File: config.mk
export PLATFORM = sky130hd
export DESIGN_NAME = vc3_path_monitor
export DESIGN_NICKNAME = d
export VERILOG_FILES = /design/src/verilog/vc3_mon_pkg.sv /design/src/verilog/vc3_path_monitor.sv
export VERILOG_INCLUDE_DIRS = /design/src /design/src/verilog
export SDC_FILE = /design/constraint.sdc
export NUM_CORES = 1
export LEC_CHECK = 0
export BUFFER_PORTS_ARGS = -buffer_cell sky130_fd_sc_hd__buf_4
export CAP_MARGIN = 0
export CORE_MARGIN = 2
export CORE_UTILIZATION = 55
export CTS_CLUSTER_DIAMETER = 200
export DETAILED_ROUTE_END_ITERATION = 6
export PLACE_DENSITY = 0.8
export SETUP_SLACK_MARGIN = 0.1
export SYNTH_ARGS = -nofsm -noshare
export SYNTH_HDL_FRONTEND = slang
export SYNTH_SLANG_ARGS = --single-unit
File: constraint.sdc
create_clock -name mclk -period 6.4 [get_ports mclk]
set_clock_uncertainty 0.1 [all_clocks]
set_input_delay 0.64 -clock mclk [delete_from_list [all_inputs] [get_ports mclk]]
set_output_delay 0.64 -clock mclk [all_outputs]
set_load 0.05 [all_outputs]
File: src/verilog/vc3_mon_cfg.svh
/*
 * Constants of the VC-3 path monitor: register offsets, field positions,
 * reset values, overhead byte positions and persistence counts.
 * Assumes inclusion by bare name from the design files.
 */
`ifndef VC3_MON_CFG_SVH
`define VC3_MON_CFG_SVH

// ==========================================================
// Register offsets (byte addresses)
`define OFS_CTRL        8'h00
`define OFS_EXP_TRACE   8'h04
`define OFS_DEG_CFG     8'h08
`define OFS_STATUS      8'h0c
`define OFS_ACC_TRACE   8'h10
`define OFS_NEAR_COUNT  8'h14
`define OFS_FAR_COUNT   8'h18
`define OFS_SECOND      8'h1c

// ==========================================================
// Control fields and reset values
`define CTRL_MON_BIT    0
`define CTRL_SSFREP_BIT 1
`define CTRL_RDIREP_BIT 2
`define CTRL_TRACE_MISMATCH_DISABLE_BIT 3
`define CTRL_RESET      4'h1
`define EXP_TRACE_RESET 8'h00
`define DEG_THR_RESET   16'h0001
`define DEG_WIN_RESET   4'h2

// ==========================================================
// Overhead byte positions in the frame, counted from the trace byte
`define POS_TRACE       10'h000
`define POS_PARITY      10'h055
`define POS_LABEL       10'h0aa
`define POS_STATUS      10'h0ff
`define POS_LAST        10'h2fc

// ==========================================================
// Labels, bit positions and persistence counts
`define LABEL_AIS       8'hff
`define LABEL_UNEQ      8'h00
`define RDI_BIT         3
`define REI_MAX         4'h8
`define PERSIST_FRAMES  3'h5
`define TRACE_FRAMES    3'h3

`endif

File: src/verilog/vc3_mon_pkg.sv
/*
 * Types of the VC-3 path monitor.
 * Assumes vc3_mon_cfg.svh is compiled alongside.
 */
`default_nettype none

package vc3_mon_pkg;

    // Sampled path pins
    typedef struct packed {
        logic       clk;
        logic       fs;
        logic       ssf;
        logic       eq;
        logic [7:0] data;
    } pin_t;

    // Correlated fault causes
    typedef struct packed {
        logic uneq;
        logic tim;
        logic deg;
        logic rdi;
        logic ssf;
    } cause_t;

    // Persistence filter state
    typedef struct packed {
        logic       defect;
        logic [2:0] cnt;
    } persist_t;

endpackage

`default_nettype wire

File: src/verilog/vc3_path_monitor.sv
/*
 * Non-intrusive VC-3 path monitor with an APB register slave.
 * Assumes byte-wide path data and frame start change away from the
 * rising path clock edge, and a one-cycle oneSecond pulse on mclk.
 */
// What this block does
// - Recover trace byte, present accepted trace value
// - Even parity per bit over previous frame
// - Parity mismatch counts one near errored block
// - Far error code 1..8 means one block
// - Far block count feeds far-end monitoring
// - Status bit five is remote defect
// - Status bits six to eight ignored
// - Label byte drives unequipped and AIS detection
// - Defects suppressed by server fail or AIS
// - Trace mismatch detection can be disabled
// - AIS raised after five all-ones labels
// - AIS cleared after five other labels
// - Trail fail on fail, AIS, unequipped, mismatch
// - Trail degraded follows degraded defect
// - Unequipped cause when unequipped and monitored
// - Mismatch cause unless unequipped, when monitored
// - Degraded cause unless mismatch, when monitored
// - Remote cause gated by defects, mode, enable
// - Server cause on fail or AIS, enabled
// - Defect seconds from trail fail, equipment defect, remote defect
// - Near and far block counts summed separately
`timescale 1ns/1ps
`include "vc3_mon_cfg.svh"
`default_nettype none

module vc3_path_monitor #(
    parameter int CNT_W = 16
) (
    input  wire logic               mclk,
    input  wire logic               srst,
    input  wire logic               pathClk,
    input  wire logic [7:0]         pathData,
    input  wire logic               pathFrameStart,
    input  wire logic               incomingServerFail,
    input  wire logic               equipmentDefectIn,
    input  wire logic               oneSecond,
    input  wire logic               psel,
    input  wire logic               penable,
    input  wire logic               pwrite,
    input  wire logic [7:0]         paddr,
    input  wire logic [31:0]        pwdata,
    output logic [31:0]             prdata,
    output logic                    pready,
    output logic                    pslverr,
    output logic                    trailFailAction,
    output logic                    trailDegradedAction,
    output vc3_mon_pkg::cause_t     faultCause,
    output logic [7:0]              acceptedTraceId,
    output logic [CNT_W-1:0]        nearBlockErrorCount,
    output logic [CNT_W-1:0]        farBlockErrorCount,
    output logic                    nearDefectSecond,
    output logic                    farDefectSecond,
    output logic                    perfValid
);
    import vc3_mon_pkg::*;

    // ==========================================================
    // Helpers
    function automatic persist_t persistStep(persist_t s, logic cond, logic [2:0] n);
        persist_t r;
        r = s;
        if (cond == s.defect) begin
            r.cnt = 3'h0;
        end else if (s.cnt + 3'h1 == n) begin
            r.defect = cond;
            r.cnt    = 3'h0;
        end else begin
            r.cnt = s.cnt + 3'h1;
        end
        return r;
    endfunction

    function automatic logic [CNT_W-1:0] satAdd(logic [CNT_W-1:0] a, logic b);
        return (&a) ? a : a + {{(CNT_W-1){1'b0}}, b};
    endfunction

    // ==========================================================
    // Pin synchronisers
    pin_t       syncA_r;
    pin_t       syncB_r;
    logic       clkPrev_r;
    logic       pathEdge;
    logic [9:0] byteIdx_r;
    logic [9:0] curIdx;

    always_ff @(posedge mclk) begin
        syncA_r   <= '{pathClk, pathFrameStart, incomingServerFail, equipmentDefectIn, pathData};
        syncB_r   <= syncA_r;
        clkPrev_r <= syncB_r.clk;
    end

    assign pathEdge = syncB_r.clk & ~clkPrev_r;
    assign curIdx   = syncB_r.fs ? `POS_TRACE :
                      (byteIdx_r == `POS_LAST) ? byteIdx_r : byteIdx_r + 10'h001;

    always_ff @(posedge mclk) begin
        if (srst) begin
            byteIdx_r <= `POS_LAST;
        end else if (pathEdge) begin
            byteIdx_r <= curIdx;
        end
    end

    // ==========================================================
    // Control registers
    logic [3:0]  ctrl_r;
    logic [7:0]  expTrace_r;
    logic [15:0] degrade_threshold_r;
    logic [3:0]  degWin_r;
    logic        wrEn;
    logic        monitored;
    logic        suppress;

    assign wrEn      = psel & penable & pready & pwrite;
    assign monitored = ctrl_r[`CTRL_MON_BIT];

    always_ff @(posedge mclk) begin
        if (srst) begin
            ctrl_r     <= `CTRL_RESET;
            expTrace_r <= `EXP_TRACE_RESET;
            degrade_threshold_r   <= `DEG_THR_RESET;
            degWin_r   <= `DEG_WIN_RESET;
        end else if (wrEn) begin
            if (paddr == `OFS_CTRL) begin
                ctrl_r <= pwdata[3:0];
            end else if (paddr == `OFS_EXP_TRACE) begin
                expTrace_r <= pwdata[7:0];
            end else if (paddr == `OFS_DEG_CFG) begin
                degrade_threshold_r <= pwdata[15:0];
                degWin_r <= pwdata[19:16];
            end
        end
    end

    // ==========================================================
    // Overhead extraction
    logic [7:0] bipAcc_r;
    logic [7:0] bipPrev_r;
    logic       bipValid_r;
    logic       bipStart_r;
    logic       nearBlock_r;
    logic       farBlock_r;
    logic [7:0] traceCand_r;
    persist_t   traceSt_r;
    logic       traceSeen_r;
    persist_t   ais_r;
    persist_t   uneq_r;
    persist_t   rdi_r;

    always_ff @(posedge mclk) begin
        if (srst) begin
            bipAcc_r   <= 8'h00;
            bipPrev_r  <= 8'h00;
            bipValid_r <= 1'b0;
            bipStart_r <= 1'b0;
        end else if (pathEdge) begin
            if (syncB_r.fs) begin
                bipPrev_r  <= bipAcc_r;
                bipAcc_r   <= syncB_r.data;
                // First frame after reset is partial, its sum is not checked
                bipValid_r <= bipStart_r;
                bipStart_r <= 1'b1;
            end else begin
                bipAcc_r <= bipAcc_r ^ syncB_r.data;
            end
        end
    end

    // one block per frame on mismatch
    always_ff @(posedge mclk) begin
        if (srst) begin
            nearBlock_r <= 1'b0;
        end else begin
            nearBlock_r <= pathEdge & bipValid_r & (curIdx == `POS_PARITY) &
                           (syncB_r.data != bipPrev_r);
        end
    end

    always_ff @(posedge mclk) begin
        if (srst) begin
            farBlock_r <= 1'b0;
        end else begin
            farBlock_r <= pathEdge & (curIdx == `POS_STATUS) &
                          (syncB_r.data[7:4] != 4'h0) & (syncB_r.data[7:4] <= `REI_MAX);
        end
    end

    always_ff @(posedge mclk) begin
        if (srst) begin
            traceCand_r <= 8'h00;
            traceSt_r   <= '0;
            traceSeen_r <= 1'b0;
        end else if (pathEdge && syncB_r.fs) begin
            traceCand_r <= syncB_r.data;
            if (syncB_r.data == traceCand_r) begin
                traceSt_r <= persistStep(traceSt_r, ~traceSt_r.defect, `TRACE_FRAMES);
            end else begin
                traceSt_r <= '0;
            end
        end else if (traceSt_r.defect) begin
            traceSt_r   <= '0;
            traceSeen_r <= 1'b1;
        end
    end

    always_ff @(posedge mclk) begin
        if (srst) begin
            acceptedTraceId <= 8'h00;
        end else if (traceSt_r.defect) begin
            acceptedTraceId <= traceCand_r;
        end
    end

    always_ff @(posedge mclk) begin
        if (srst) begin
            ais_r  <= '0;
            uneq_r <= '0;
        end else if (pathEdge && curIdx == `POS_LABEL) begin
            ais_r  <= persistStep(ais_r, syncB_r.data == `LABEL_AIS, `PERSIST_FRAMES);
            uneq_r <= persistStep(uneq_r, syncB_r.data == `LABEL_UNEQ, `PERSIST_FRAMES);
        end
    end

    // remote defect from status bit five
    always_ff @(posedge mclk) begin
        if (srst) begin
            rdi_r <= '0;
        end else if (pathEdge && curIdx == `POS_STATUS) begin
            rdi_r <= persistStep(rdi_r, syncB_r.data[`RDI_BIT], `PERSIST_FRAMES);
        end
    end

    // ==========================================================
    // Defects, actions and causes
    logic uneqEff;
    logic timEff;
    logic rdiEff;
    logic degEff;
    logic degRaw_r;

    // suppression by server fail or AIS
    assign suppress = syncB_r.ssf | ais_r.defect;
    assign uneqEff  = uneq_r.defect & ~suppress;
    assign timEff   = traceSeen_r & (acceptedTraceId != expTrace_r) &
                      ~ctrl_r[`CTRL_TRACE_MISMATCH_DISABLE_BIT] & ~suppress;
    assign rdiEff   = rdi_r.defect & ~suppress;
    assign degEff   = degRaw_r & ~suppress;

    always_ff @(posedge mclk) begin
        if (srst) begin
            trailFailAction     <= 1'b0;
            trailDegradedAction <= 1'b0;
        end else begin
            trailFailAction     <= suppress | uneqEff | timEff;
            trailDegradedAction <= degEff;
        end
    end

    always_ff @(posedge mclk) begin
        if (srst) begin
            faultCause <= '0;
        end else begin
            faultCause.uneq <= uneqEff & monitored;
            faultCause.tim  <= timEff & ~uneqEff & monitored;
            faultCause.deg  <= degEff & ~timEff & monitored;
            faultCause.rdi  <= rdiEff & ~uneqEff & ~timEff & monitored &
                               ctrl_r[`CTRL_RDIREP_BIT];
            faultCause.ssf  <= suppress & monitored & ctrl_r[`CTRL_SSFREP_BIT];
        end
    end

    // ==========================================================
    // One-second performance monitoring
    logic [CNT_W-1:0] nearAcc_r;
    logic [CNT_W-1:0] farAcc_r;
    logic             nearDs_r;
    logic             farDs_r;
    logic [3:0]       badRun_r;
    logic [3:0]       goodRun_r;
    logic             badSecond;

    always_ff @(posedge mclk) begin
        if (srst) begin
            nearAcc_r           <= '0;
            farAcc_r            <= '0;
            nearBlockErrorCount <= '0;
            farBlockErrorCount  <= '0;
            perfValid           <= 1'b0;
        end else if (oneSecond) begin
            nearBlockErrorCount <= nearAcc_r;
            farBlockErrorCount  <= farAcc_r;
            nearAcc_r           <= {{(CNT_W-1){1'b0}}, nearBlock_r};
            farAcc_r            <= {{(CNT_W-1){1'b0}}, farBlock_r};
            perfValid           <= 1'b1;
        end else begin
            nearAcc_r <= satAdd(nearAcc_r, nearBlock_r);
            farAcc_r  <= satAdd(farAcc_r, farBlock_r);
            perfValid <= 1'b0;
        end
    end

    always_ff @(posedge mclk) begin
        if (srst) begin
            nearDs_r         <= 1'b0;
            farDs_r          <= 1'b0;
            nearDefectSecond <= 1'b0;
            farDefectSecond  <= 1'b0;
        end else if (oneSecond) begin
            nearDefectSecond <= nearDs_r | trailFailAction | syncB_r.eq;
            farDefectSecond  <= farDs_r | rdiEff;
            nearDs_r         <= 1'b0;
            farDs_r          <= 1'b0;
        end else begin
            nearDs_r <= nearDs_r | trailFailAction | syncB_r.eq;
            farDs_r  <= farDs_r | rdiEff;
        end
    end

    // Degrade over consecutive bad seconds
    assign badSecond = (nearAcc_r >= CNT_W'(degrade_threshold_r)) && (degrade_threshold_r != 16'h0000);

    always_ff @(posedge mclk) begin
        if (srst) begin
            badRun_r  <= 4'h0;
            goodRun_r <= 4'h0;
            degRaw_r  <= 1'b0;
        end else if (oneSecond) begin
            badRun_r  <= badSecond ? badRun_r + 4'h1 : 4'h0;
            goodRun_r <= badSecond ? 4'h0 : goodRun_r + 4'h1;
            if (badSecond && badRun_r + 4'h1 >= degWin_r) begin
                degRaw_r <= 1'b1;
            end else if (!badSecond && goodRun_r + 4'h1 >= degWin_r) begin
                degRaw_r <= 1'b0;
            end
        end
    end

    // ==========================================================
    // APB slave, one wait state
    always_ff @(posedge mclk) begin
        if (srst) begin
            pready  <= 1'b0;
            pslverr <= 1'b0;
            prdata  <= 32'h0000_0000;
        end else begin
            pready  <= psel & penable & ~pready;
            pslverr <= psel & penable & ~pready & (paddr > `OFS_SECOND || paddr[1:0] != 2'h0);
            if (paddr == `OFS_CTRL) begin
                prdata <= {28'h0, ctrl_r};
            end else if (paddr == `OFS_EXP_TRACE) begin
                prdata <= {24'h0, expTrace_r};
            end else if (paddr == `OFS_DEG_CFG) begin
                prdata <= {12'h0, degWin_r, degrade_threshold_r};
            end else if (paddr == `OFS_STATUS) begin
                prdata <= {19'h0, faultCause, trailDegradedAction, trailFailAction,
                           syncB_r.ssf, ais_r.defect, uneq_r.defect, timEff, rdi_r.defect,
                           degRaw_r};
            end else if (paddr == `OFS_ACC_TRACE) begin
                prdata <= {24'h0, acceptedTraceId};
            end else if (paddr == `OFS_NEAR_COUNT) begin
                prdata <= 32'(nearBlockErrorCount);
            end else if (paddr == `OFS_FAR_COUNT) begin
                prdata <= 32'(farBlockErrorCount);
            end else if (paddr == `OFS_SECOND) begin
                prdata <= {30'h0, farDefectSecond, nearDefectSecond};
            end else begin
                prdata <= 32'h0000_0000;
            end
        end
    end

    // ==========================================================
    // Checks
    fail_sources_a: assert property (@(posedge mclk) disable iff (srst)
        (syncB_r.ssf | ais_r.defect | uneqEff | timEff) |=> trailFailAction)
        else $error("trail fail missing");

    degrade_follow_a: assert property (@(posedge mclk) disable iff (srst)
        trailDegradedAction == $past(degEff))
        else $error("degraded action mismatch");

    uneq_cause_a: assert property (@(posedge mclk) disable iff (srst)
        faultCause.uneq |-> $past(uneqEff) && $past(monitored))
        else $error("unequipped cause unjustified");

    tim_cause_a: assert property (@(posedge mclk) disable iff (srst)
        faultCause.tim |-> !faultCause.uneq)
        else $error("mismatch cause with unequipped");

    rdi_cause_a: assert property (@(posedge mclk) disable iff (srst)
        faultCause.rdi |-> $past(ctrl_r[`CTRL_RDIREP_BIT]) && !faultCause.tim)
        else $error("remote cause unjustified");

    ssf_cause_a: assert property (@(posedge mclk) disable iff (srst)
        (monitored && ctrl_r[`CTRL_SSFREP_BIT] && ais_r.defect && $stable(ctrl_r))
        |=> faultCause.ssf)
        else $error("server cause missing");

    ais_label_a: assert property (@(posedge mclk) disable iff (srst)
        $rose(ais_r.defect) |-> $past(syncB_r.data) == `LABEL_AIS)
        else $error("AIS raised on wrong label");

    ais_clear_a: assert property (@(posedge mclk) disable iff (srst)
        $fell(ais_r.defect) |-> $past(syncB_r.data) != `LABEL_AIS)
        else $error("AIS cleared on all-ones label");

    tim_disable_a: assert property (@(posedge mclk) disable iff (srst)
        ctrl_r[`CTRL_TRACE_MISMATCH_DISABLE_BIT] |-> !timEff)
        else $error("mismatch while disabled");

    suppress_a: assert property (@(posedge mclk) disable iff (srst)
        suppress |=> !faultCause.deg && !faultCause.uneq)
        else $error("defect not suppressed");

    tick_latch_a: assert property (@(posedge mclk) disable iff (srst)
        oneSecond |=> perfValid && nearBlockErrorCount == $past(nearAcc_r))
        else $error("near count not latched");

    near_block_a: assert property (@(posedge mclk) disable iff (srst)
        nearBlock_r |-> $past(curIdx) == `POS_PARITY)
        else $error("near block outside parity byte");

endmodule

`default_nettype wire

==> impl_summary.md, run 1 <==
Floorplan
The die covers 0.0197 sq mm. The die is 140 um tall. The initial standard-cell utilization of the core is 0.565. Pin placement for this block handled 142 I/O pins. The die is around 140 um wide. The placeable core region is 0.0181 sq mm. The floorplan has 49 rows.

Drt
The average routed wire per standard cell is 17.7 um. The routed via count is approximately 8600. In this run, the number of DRC markers left after iteration 0 of detailed routing was 699.

Once detail routing completed, the nets flagged for antenna violations numbered 0. The first-pass iteration count of the detailed router is 7. The wire length after detailed routing is ~26000 um.

Using the TritonRoute via totals, the vias-per-cell ratio works out to 5.82. The residual DRC count is 2.

Setup path
STA classifies the critical path endpoint as a flip-flop. Along the worst path, the maximum fanout reaches 12. For this design, the slowest cell found on the critical path is or4_1. The stage delay of the slowest cell on the critical path is 0.59 ns.

The number of buffer and inverter instances along the worst setup path is 0. The critical path goes through ha_1 -> nand3_1 -> nor2_1 -> mux2_2 -> o21ai_2 -> nand3_1 -> or4_1 -> a21oi_1. The critical path arrival is 3.60 ns. The worst setup path is launched from a flip-flop.

The required time at the worst-slack endpoint is between 6 and 7 ns. The kind of cell with the highest combined delay along the critical path is simple AND/OR/NAND/NOR gates. The critical path is of the reg -> reg type.

The cell seen most often among critical-path stages is nand3_1.

Global route
The number of global-route vias before repair is between 7000 and 8000. The global-route total usage across every layer is 0.259. The wire length of the first global-routing pass is 41400 um.

After global routing the overflow that remains totals 0. The number of antenna violations at the first check in global routing came to 0. The maximum number of pins on one net before global-route repair is 91.

Power
VDD sags by at most about 0.21 mV. The ratio of total power to cell area is 260 mW/mm^2. The design draws between 3 and 4 mW. For this design the static power due to leakage is 4.90 nW.

Clocking
The clock tree from TritonCTS is yes. For this design, the sink count on the clock tree is 227. Post-CTS repair changed the size of 0 cells. Buffers inserted to repair hold after CTS numbered 0. The number of setup buffers added after CTS is 0. The cell sitting at the root of the clock tree is a clkbuf_16. The latest clock arrival within the worst-skew pair is 0.53 ns. The buffer levels on the longest clock path is 3.

The clock transition at the register clock pins on the worst setup and hold paths after CTS is around 0.060 ns. Buffers inserted during clock tree synthesis total 25. CTS built an H-tree with a depth of 1.

Finish
The number of filler instances in the final layout is 1447. The repair_antennas step left the layout with diodes totalling 0. The number of cells in the finished layout apart from fillers is 1480.

The final net count is 1331. From synthesis to final layout, the design area changed by 17.1%. The final cell utilization of the core is 0.662. Of the cells placed in the final design, the portion with a size suffix greater than 1 is 0.151.

Placed design
Before CTS, the worst setup slack after placement is 3.14 ns. At the end of routability-driven placement, the weighted congestion stood at approximately 0.94. The HPWL reported at the end of detailed placement is 18000 um. The port buffer count is 117. The post-placement cell count is 1435.

Logic synthesis
The number of warnings printed during yosys synthesis is 0. Yosys mapped a number of flops with a built-in enable equal to 0. The count of state elements after synthesis is around 230. In the synthesized netlist, the number of instances is 1150.

The share of async-settable or async-resettable flops after synthesis is 0. The dominant synthesized flop cell is dfxtp_1. The mean cell area of the mapped netlist is 8.89 sq um. Counting distinct cell types in the post-synthesis netlist gives 68. Among all cell types in the netlist, the one instantiated most often is dfxtp_1.

By area the synthesized netlist is led by dfxtp_1 (44%), mux2i_1 (8.0%), nor2_1 (5.9%). Of all cell types, the one taking the most synthesized area is dfxtp_1. The post-synth design cell area is just over 0.01 sq mm.

The proportion of netlist area held by the largest area contributor is 0.444. By count the netlist is led by dfxtp_1 (227), nor2_1 (161), nand2_1 (105). Of the synthesized area, sequential elements account for 0.444.

STA
Of the available clock period, the critical path in the final layout requires 0.508. The slew at the pin closest to its max-slew limit is 0.946 ns. The final hold violation count was 0. Setup violations remaining at the end of the flow were counted as 0. The count of final max-slew check failures is 0. The maximum clock frequency is between 300 and 400 MHz. The shortest clock period the worst path allows after layout is 3.25 ns. The final-layout setup total negative slack is 0 ns. The worst setup margin is roughly 3.1 ns. Setup repair after global routing left no endpoint under its margin. Measured against its own limit, the worst slew margin works out to 0.369.

Min path
The path class of the lowest-slack min-delay path is in -> reg.

Status
The checks that failed: DRC. The run finished, with violations left.

Run
The reported max-cap violation count is 0.
## flip-flops by register name (all words and copies together), names as in the netlist, 4 cells and up
signal               cells
nearAcc_r               16
syncB_r                 12
traceCand_r              8
farAcc_r                16
faultCause               5
farBlockErrorCount      16
degWin_r                 4
degrade_threshold_r     16
traceSt_r                4
byteIdx_r               10
acceptedTraceId          8
badRun_r                 4
rdi_r                    4
ais_r                    4
syncA_r                 12
uneq_r                   4
ctrl_r                   4
bipPrev_r                8
prdata                  20
bipAcc_r                 8
nearBlockErrorCount     16
goodRun_r                4
expTrace_r               8
## per-layer routing
layer	wire length [um]	up-vias	track usage
li1	-	4156	-
met4	799	0	0.0845
met2	11800	342	0.406
met3	1940	58	0.0489
met1	11600	4060	0.363
met5	0	-	0
## path summary, 6_finish.rpt
path,startpoint,end,cells past startpoint,slack (ns)
worst max-delay path,byteIdx_r[0],ais_r[0],8,3.15
worst min-delay path,equipmentDefectIn,syncA_r[8],1,0.11
worst max register to register,byteIdx_r[0],ais_r[0],8,3.15
worst min register to register,syncA_r[11],syncB_r[11],0,0.22
## cells by family (layout without fill, tap and decap cells)
| family | count (synthesis) | after routing | synth area share |
|---|---|---|---|
| AND/OR/NAND/NOR | 406 | 406 | 0.189 |
| flip-flops | 227 | 227 | 0.444 |
| AO/OA/AOI/OAI | 212 | 212 | 0.128 |
| buffers and inverters | 117 | 207 | 0.0493 |
| multiplexers | 89 | 89 | 0.0902 |
| XOR/XNOR | 58 | 58 | 0.0497 |
| adder cells (fa/ha/maj) | 40 | 40 | 0.0489 |
| other | 1 | 12 | 0.000367 |
## power breakdown
part | leakage, nW | switching, mW | total (mW) | internal, mW
clock network | 0.427 | 0.569 | 1.48 | 0.907
logic | 2.63 | 0.116 | 0.179 | 0.0629
registers | 1.84 | 0.0243 | 1.46 | 1.43
total | 4.90 | 0.709 | 3.11 | 2.40
## final cells by class
cell class | instances | area [sq um] | share of cell area
Clock inverter | 10 | 133 | 0.0111
Clock buffer | 35 | 723 | 0.0604
Multi-Input combinational cell | 817 | 5230 | 0.436
Inverter | 41 | 154 | 0.0129
Tap cell | 229 | 287 | 0.0239
Timing Repair Buffer | 121 | 908 | 0.0759
Sequential cell | 227 | 4540 | 0.379
## metrics by stage
step	cell area [sq um]	hold slack, ns
CTS	12000	0.100
detailed placement	11100	0.212
global route	12000	0.101
global placement	11100	0.210
finish	12000	0.112
floorplan	10300	0.210
## cells in the final DEF, fill, tap and decap left out, types with 4 or more instances in the layout
master and n:
and3_1 9, nor3_1 21, a31oi_1 9, nand2_1 105, o21ai_0 54, clkbuf_8 6, clkinv_2 5, a22oi_1 24
inv_1 40, mux2i_1 82, nor2b_1 8, a211oi_1 5, a21oi_1 70, or3_1 6, nor4_1 6, buf_4 121
clkbuf_1 4, nand3_1 30, mux2_2 5, nand4_1 17, o31ai_1 5, ha_1 40, dfxtp_1 227, nand2b_1 6
xnor2_1 36, xor2_1 22, o211ai_1 6, and2_1 6, conb_1 12, nor2_1 161, a21o_1 6, clkbuf_16 25
Note: power is estimated with default switching activity, not from simulation.
==> run 2: changes to the inputs <==
Settings changed: ABC_AREA set to 1, CORE_UTILIZATION 55 to 52, PLACE_DENSITY 0.8 to 0.79.
Clock period 6.4 ns to 2.7 ns, I/O delays scaled along.
==> impl_summary.md, run 2 <==
Floorplan
The overall die area is 0.0208 sq mm (was 0.0197 sq mm). The placement row count is 51 (was 49). The initial standard-cell utilization of the core is 0.528 (was 0.565). The horizontal die dimension is 144 um (was 140 um). The number of top-level pins is 142 (unchanged). The vertical extent of the die is 144 um (was 140 um).

The placeable core region is 0.0194 sq mm (was 0.0181 sq mm).

Setup path
The cell depth of the worst flop-to-flop path is 12 (was 8). The critical path arrival is 2.66 ns (was 3.60 ns). Sequence of cells on the critical path: ha_1 -> inv_1 -> nor2_1 -> xnor2_1 -> nand2_1 -> nand2_1 -> nand3_1 -> nor2_1 -> nand2_2 -> nand2_2 -> nand2_1 -> nor2_1 (was ha_1 -> nand3_1 -> nor2_1 -> mux2_2 -> o21ai_2 -> nand3_1 -> or4_1 -> a21oi_1). The start-to-end type of the worst setup path is reg -> reg (unchanged). The maximum fanout along the worst path came to 11 (was 12). The termination of the worst setup path is uneq_r[0] (was ais_r[0]).

The required time at the worst-slack endpoint was 3.04 ns (was 6.74 ns). The worst-path cell with the longest stage delay is dfxtp_1 (was or4_1). The stage delay of the slowest cell on the critical path came to 0.43 ns (was 0.59 ns). The kind of cell adding the most delay to the critical path was simple AND/OR/NAND/NOR gates (unchanged).

The register-to-register setup slack is 0.38 ns (was 3.15 ns). The endpoint kind of the worst setup timing path is a flip-flop (unchanged). The critical path startpoint is byteIdx_r[1] (was byteIdx_r[0]).

The category of the worst setup path launch point is a flip-flop (unchanged). The destination of the worst register-to-register timing path was uneq_r[0] (was ais_r[0]). The number of logic stages on the critical path including buffering came to 12 (was 8). The number of buffer and inverter instances along the worst setup path is 1 (was 0). The worst flop-to-flop path startpoint is byteIdx_r[1] (was byteIdx_r[0]).

Drt
The first-pass iteration count of the detailed router came to 7 (unchanged). The routed via count was 9756 (was 8616). The average routed wire per standard cell is 15.8 um (was 17.7 um).

The initial detailed-routing violation count was 860 (was 699). The mean number of vias per cell was 5.48 (was 5.82). The residual DRC count was 2 (unchanged). The number of routed nets with antenna violations is 0 (unchanged). The wire length after detailed routing is 28200 um (was 26200 um).

Clocking
The clock tree from TritonCTS is yes (unchanged). The buffer levels on the longest clock path is 3 (unchanged). The CTS H-tree depth came to 1 (unchanged). The number of clock buffers inserted by TritonCTS is 24 (was 25).

The clock sink count is 227 (unchanged). The post-cts sizing count was 0 (unchanged). The clock root buffer is clkbuf_16 (unchanged). The clock transition at the register clock pins on the worst setup and hold paths after CTS came to 0.06 ns (about the same). The latest clock arrival within the worst-skew pair is 0.51 ns (was 0.53 ns).

Finish
The most common library cell in the layout ignoring fill and taps was dfxtp_1 (unchanged). Top library cells by usage in the layout, fill and taps aside: dfxtp_1 (227), nand2_1 (207), inv_1 (204) (was dfxtp_1 (227), nor2_1 (161), buf_4 (121)). The final antenna diode count is 0 (unchanged). The post-synthesis to final-layout area growth is 21.2% (was 17.1%). The top register by number of flip-flops is prdata (unchanged). The number of flip-flops under the largest register name is 20 (unchanged).

The number of filler instances in the final layout is 1686 (was 1447). The fraction of layout cells with a size suffix above 1 is 0.126 (was 0.151). The final net count is 1597 (was 1331).

Status
Violated checks: DRC (unchanged). Outcome: finished, violations left (unchanged).

STA
The final-report setup violation count is 0 (unchanged). The worst setup margin came to 0.384 ns (was 3.15 ns). The maximum clock frequency was 432 MHz (was 307 MHz). The count of final max-slew check failures is 0 (unchanged). The final period utilization is 0.858 (was 0.508). The final hold violation count is 0 (unchanged).

The final-layout setup total negative slack is 0 ns (unchanged). The slew at the pin closest to its max-slew limit is 0.656 ns (was 0.946 ns). The shortest clock period the worst path allows after layout is 2.32 ns (was 3.25 ns). The worst-case headroom to the max-slew limit is 0.559 (was 0.369). Setup repair after global routing missed its margin: no (unchanged). The hold slack was 0.0237 ns (was 0.112 ns).

Placed design
The weighted congestion at the end of routability-driven global placement came to 0.945 (was 0.938). The HPWL reported at the end of detailed placement is 20300 um (was 18000 um). The port buffer count came to 117 (unchanged).

The worst setup slack before clock tree synthesis is 0.451 ns (was 3.14 ns).

Min path
The path class of the lowest-slack min-delay path is in -> reg (unchanged).

Power
The reported leakage power is 5.41 nW (was 4.90 nW). The power spent charging and discharging nets is 1.71 mW (was 0.709 mW). The highest ir drop seen on vdd is 0.568 mV (was 0.212 mV). The switching part of the total is 0.239 (was 0.228).

The combinational power share came to 0.069 (was 0.057). The internal power contribution is 5.42 mW (was 2.40 mW). The sequential share of power is 0.486 (was 0.469). The ratio of total power to cell area was 574 mW/mm^2 (was 260 mW/mm^2).

The total power is 7.12 mW (was 3.11 mW). The clock power share is 0.445 (was 0.474).

Logic synthesis
The post-synthesis instance total was 1356 (was 1150). Leading post-synthesis cells by cell area: dfxtp_1 (44%), nand2_1 (7.6%), inv_1 (7.5%) (was dfxtp_1 (44%), mux2i_1 (8.0%), nor2_1 (5.9%)). The share of async-settable or async-resettable flops after synthesis came to 0 (unchanged).

The number of flops mapped to enable cells by yosys is 0 (unchanged). The count of cell types in the netlist was 46 (was 68). The count of state elements after synthesis came to 227 (unchanged). Top cell types by occurrence after synthesis: dfxtp_1 (227), nand2_1 (207), inv_1 (205) (was dfxtp_1 (227), nor2_1 (161), nand2_1 (105)).

The most common cell in the netlist is dfxtp_1 (unchanged). The fraction of synthesized cell area in xor and xnor cells is 0.0359 (was 0.0497). The post-synthesis mux area share came to 0.000977 (was 0.0902). The proportion of netlist area held by the largest area contributor is 0.444 (about the same).

The leading area contributor after synthesis is dfxtp_1 (unchanged). The number of warnings printed during yosys synthesis is 0 (unchanged). The dominant combinational cell family by area after synthesis is simple AND/OR/NAND/NOR gates (unchanged). The adder-cell area share of the yosys netlist is 0.0489 (about the same). The dominant synthesized flop cell is dfxtp_1 (unchanged). The post-synth design cell area is 0.0102 sq mm (about the same).

The mean cell area of the mapped netlist is 7.55 sq um (was 8.89 sq um). The compound-gate portion of the synthesized area is 0.161 (was 0.128). The sequential-to-total area share from yosys stat is 0.444 (about the same). The simple-gate share of the synthesized area is 0.205 (was 0.189).

Global route
The overflow left after global routing came to 0 (unchanged). The number of global-route vias before repair came to 8957 (was 7993). The global-route total usage across every layer is 0.267 (was 0.259). The maximum number of pins on one net before global-route repair came to 66 (was 91). The wire length of the first global-routing pass is 44400 um (was 41400 um). The number of antenna violations at the first check in global routing is 0 (unchanged).

Run
The reported max-cap violation count is 0 (unchanged).
==> run 2: cell families (layout without fill, tap and decap cells) <==
| logic type | after synthesis | after routing |
|---|---|---|
| simple gates | 480 | 480 |
| other cells | 1 | 12 |
| compound gates | 297 | 297 |
| fa+ha+maj | 40 | 40 |
| mux | 1 | 1 |
| xor+xnor | 42 | 42 |
| buf+inv | 268 | 416 |
| flops | 227 | 227 |
==> run 2: worst min path at each step <==
stage / slack, ns / end / cells past startpoint / from
after global placement: 0.21 / syncB_r[4] / 0 / syncA_r[4]
after floorplan: 0.20 / syncA_r[0] / 0 / pathData[0]
after global routing: 0.09 / byteIdx_r[1] / 2 / srst
after detailed placement: 0.21 / syncB_r[11] / 0 / syncA_r[11]
after CTS: 0.002 / degrade_threshold_r[10] / 3 / pwdata[10]
final: 0.02 / degrade_threshold_r[10] / 3 / pwdata[10]
==> run 2: per-layer routing <==
layer  global-route usage  part of all wire
met5                    0                 0
met4                0.111             0.041
met3               0.0444             0.080
met2                0.444              0.46
met1                0.346              0.42
==> run 2: area by class of cell <==
class                   count  area [sq um]  share of cell area
well taps                 265           332              0.0267
clock buffers              34           709              0.0571
clock inverters             8          51.3             0.00413
flip-flops and latches    227          4540               0.366
multi-input cells         872          4670               0.376
inverters                 209           785              0.0632
repair buffers            165          1320               0.107
==> run 2: stage by stage <==
step,cells,util,area [sq um]
floorplan,1367,-,10300
global placement,1704,0.583,11300
detailed placement,1704,0.583,11300
CTS,1780,0.640,12400
global route,1780,0.640,12400
finish,1780,0.640,12400
==> run 2: worst min-delay path: stages <==
cell     delay [ns]
buf_4          0.08
o21ai_0        0.09
a21oi_1        0.14
==> run 2: what timing repair did <==
action                     CTS  global route
hold buffers                34             0
setup buffers                0             0
hold endpoints to repair    45             0
setup endpoints to repair    0             0
==> run 2: power by group through the flow <==
stage | Combinational [mW] | Clock, mW | Sequential [mW]
final | 0.491 | 3.17 | 3.46
after floorplan | 0.315 | 0 | 3.53
after detailed placement | 0.442 | 0 | 3.53
after CTS | 0.484 | 3.21 | 3.46
after global placement | 0.434 | 0 | 3.53
after global routing | 0.538 | 3.35 | 3.47
==> run 3: changes to the inputs <==
==> constraint.sdc (replaced) <==
create_clock -name mclk -period 2.7 [get_ports mclk]
set_clock_uncertainty 0.1 [all_clocks]
set_input_delay 0.135 -clock mclk [delete_from_list [all_inputs] [get_ports mclk]]
set_output_delay 0.135 -clock mclk [all_outputs]
set_load 0.05 [all_outputs]
==> impl_summary.md, run 3 (synthesis results as in run 2) <==
Clocking
The clock transition at the register clock pins on the worst setup and hold paths after CTS came to 0.06 ns (about the same). The post-cts sizing count is 0 (unchanged). The clock root buffer is clkbuf_16 (unchanged). The clock sink count came to 227 (unchanged). The latest clock arrival within the worst-skew pair came to 0.52 ns (was 0.51 ns). The clock tree from TritonCTS was yes (unchanged). The number of clock buffers inserted by TritonCTS is 25 (was 24). The number of buffers added for setup after CTS is 0 (unchanged).

The buffer levels on the longest clock path came to 3 (unchanged). The CTS H-tree depth is 1 (unchanged).

Placed design
The HPWL reported at the end of detailed placement came to 20100 um (was 20300 um). The weighted congestion at the end of routability-driven global placement was 0.946 (was 0.945). The post-placement cell count was 1701 (was 1704). The port buffer count is 117 (unchanged).

STA
The final-layout setup total negative slack is 0 ns (unchanged). The hold slack came to 0.0250 ns (was 0.0237 ns). The slew at the pin closest to its max-slew limit is 0.693 ns (was 0.656 ns). The worst-case headroom to the max-slew limit is 0.534 (was 0.559). The final period utilization is 0.853 (was 0.858). The maximum clock frequency is 434 MHz (was 432 MHz). The count of final max-slew check failures came to 0 (unchanged).

The final-report setup violation count came to 0 (unchanged). The final hold violation count was 0 (unchanged). Setup repair after global routing missed its margin: no (unchanged). The shortest clock period the worst path allows after layout was 2.30 ns (was 2.32 ns).

Power
The internal power contribution is 5.41 mW (was 5.42 mW). The highest ir drop seen on vdd is 0.466 mV (was 0.568 mV). The sequential share of power is 0.489 (was 0.486). The total power is 7.08 mW (was 7.12 mW).

The clock power share is 0.441 (was 0.445). The ratio of total power to cell area was 571 mW/mm^2 (was 574 mW/mm^2). The combinational power share is 0.070 (was 0.069). The switching part of the total was 0.235 (was 0.239). The reported leakage power is 5.40 nW (was 5.41 nW). The power spent charging and discharging nets was 1.66 mW (was 1.71 mW).

Global route
The number of antenna violations at the first check in global routing is 0 (unchanged). The number of global-route vias before repair is 8935 (was 8957). The global-route total usage across every layer was 0.268 (was 0.267). The wire length of the first global-routing pass is 44600 um (was 44400 um). The overflow left after global routing is 0 (unchanged).

The maximum number of pins on one net before global-route repair is 63 (was 66).

Setup path
The critical path startpoint is degrade_threshold_r[15] (was byteIdx_r[1]). The destination of the worst register-to-register timing path is badRun_r[2] (was uneq_r[0]). The register-to-register setup slack is 0.40 ns (was 0.38 ns). The endpoint kind of the worst setup timing path is a flip-flop (unchanged). The category of the worst setup path launch point is a flip-flop (unchanged). The termination of the worst setup path is badRun_r[2] (was uneq_r[0]). The required time at the worst-slack endpoint was 3.06 ns (was 3.04 ns).

The start-to-end type of the worst setup path is reg -> reg (unchanged). The worst flop-to-flop path startpoint is degrade_threshold_r[15] (was byteIdx_r[1]). The critical path arrival came to 2.66 ns (about the same).

The maximum fanout along the worst path came to 7 (was 11). The cell depth of the worst flop-to-flop path is 12 (unchanged).

Status
Outcome: finished clean (was finished, violations left).

Finish
The final cell utilization of the core was 0.639 (was 0.640). The final net count came to 1597 (unchanged). The number of filler instances in the final layout came to 1683 (was 1686). The top register by number of flip-flops is prdata (unchanged). The final antenna diode count is 0 (unchanged). Top library cells by usage in the layout, fill and taps aside: dfxtp_1 (227), nand2_1 (207), inv_1 (204) (unchanged). The most common library cell in the layout ignoring fill and taps was dfxtp_1 (unchanged). The fraction of layout cells with a size suffix above 1 came to 0.121 (was 0.126). The number of flip-flops under the largest register name is 20 (unchanged). The number of cells in the finished layout apart from fillers is 1777 (was 1780).

The post-synthesis to final-layout area growth is 21.1% (was 21.2%).

Drt
The routed via count is 9627 (was 9756). The mean number of vias per cell was 5.42 (was 5.48). The wire length after detailed routing is 27900 um (was 28200 um).

The initial detailed-routing violation count is 904 (was 860). The average routed wire per standard cell is 15.7 um (was 15.8 um). The number of routed nets with antenna violations was 0 (unchanged). The first-pass iteration count of the detailed router is 5 (was 7). The residual DRC count is 0 (was 2).

Floorplan
The placement row count is 51 (unchanged). The horizontal die dimension is 144 um (unchanged). The placeable core region is 0.0194 sq mm (unchanged). The number of top-level pins was 142 (unchanged). The overall die area was 0.0208 sq mm (unchanged). The vertical extent of the die is 144 um (unchanged).

The initial standard-cell utilization of the core is 0.528 (unchanged).

Min path
The path class of the lowest-slack min-delay path is in -> reg (unchanged).

Run
The reported max-cap violation count is 0 (unchanged).
-- run 3: changes by cell type in the layout (fill, tap and decap cells not counted), sizes merged --
cell,change
dlygate4sd3,+2
clkinvlp,-3
buf,-3
clkbuf,+3
clkinv,-2
-- run 3: per-stage QoR --
stage / instance area (sq um) / worst slack, ns
after floorplan: 10300 / 0.728
after global placement: 11300 / 0.514
after detailed placement: 11300 / 0.422
after CTS: 12400 / 0.412
after global routing: 12400 / 0.211
final: 12400 / 0.397
-- run 3: per-layer routing --
layer  up-vias  part of all wire  GRT usage
met5         -                 0          0
met4         0             0.030     0.0838
met3        66             0.078     0.0368
met2       410              0.47      0.457
met1      4442              0.42      0.352
li1       4709                 -          -
-- run 3: area by class of cell --
type,instances,area [sq um],area share
Inverter,209,785,0.0633
Tap cell,265,332,0.0267
Sequential cell,227,4540,0.366
Multi-Input combinational cell,872,4670,0.377
Clock buffer,37,721,0.0581
Timing Repair Buffer,164,1330,0.108
Clock inverter,3,15.0,0.00121
-- run 3: worst max-delay path, cell delays in order, from the launching register on --
cell	delay, ns
dfxtp_1	0.33
inv_1	0.09
ha_1	0.31
nand2_1	0.07
inv_1	0.05
nand3_1	0.08
nor3_1	0.30
nand3_1	0.13
nand3_1	0.12
nand2_1	0.22
nor2_1	0.30
nand2_1	0.09
nand2_1	0.06
-- run 3: repair_timing --
action / 4_1_cts / 5_1_grt
hold buffers: 36 / 0
hold endpoints to repair: 60 / 0
endpoints found under the setup margin: 0 / 0
-- run 3: worst min path at each step --
stage	start	end	slack [ns]	depth (start not counted)
finish	paddr[4]	prdata[3]	0.02	6
global route	paddr[4]	prdata[3]	0.05	6
CTS	paddr[4]	prdata[3]	0.004	6
detailed placement	pathData[5]	syncA_r[5]	0.14	1
global placement	pathClk	syncA_r[11]	0.14	1
floorplan	pathData[0]	syncA_r[0]	0.06	0
-- run 3: power by group through the flow --
stage               registers (mW)  clock network, mW  logic [mW]
floorplan                     3.53                  0       0.315
global placement              3.53                  0       0.434
detailed placement            3.53                  0       0.443
CTS                           3.46               3.13       0.488
global route                  3.47               3.28       0.544
finish                        3.46               3.12       0.495
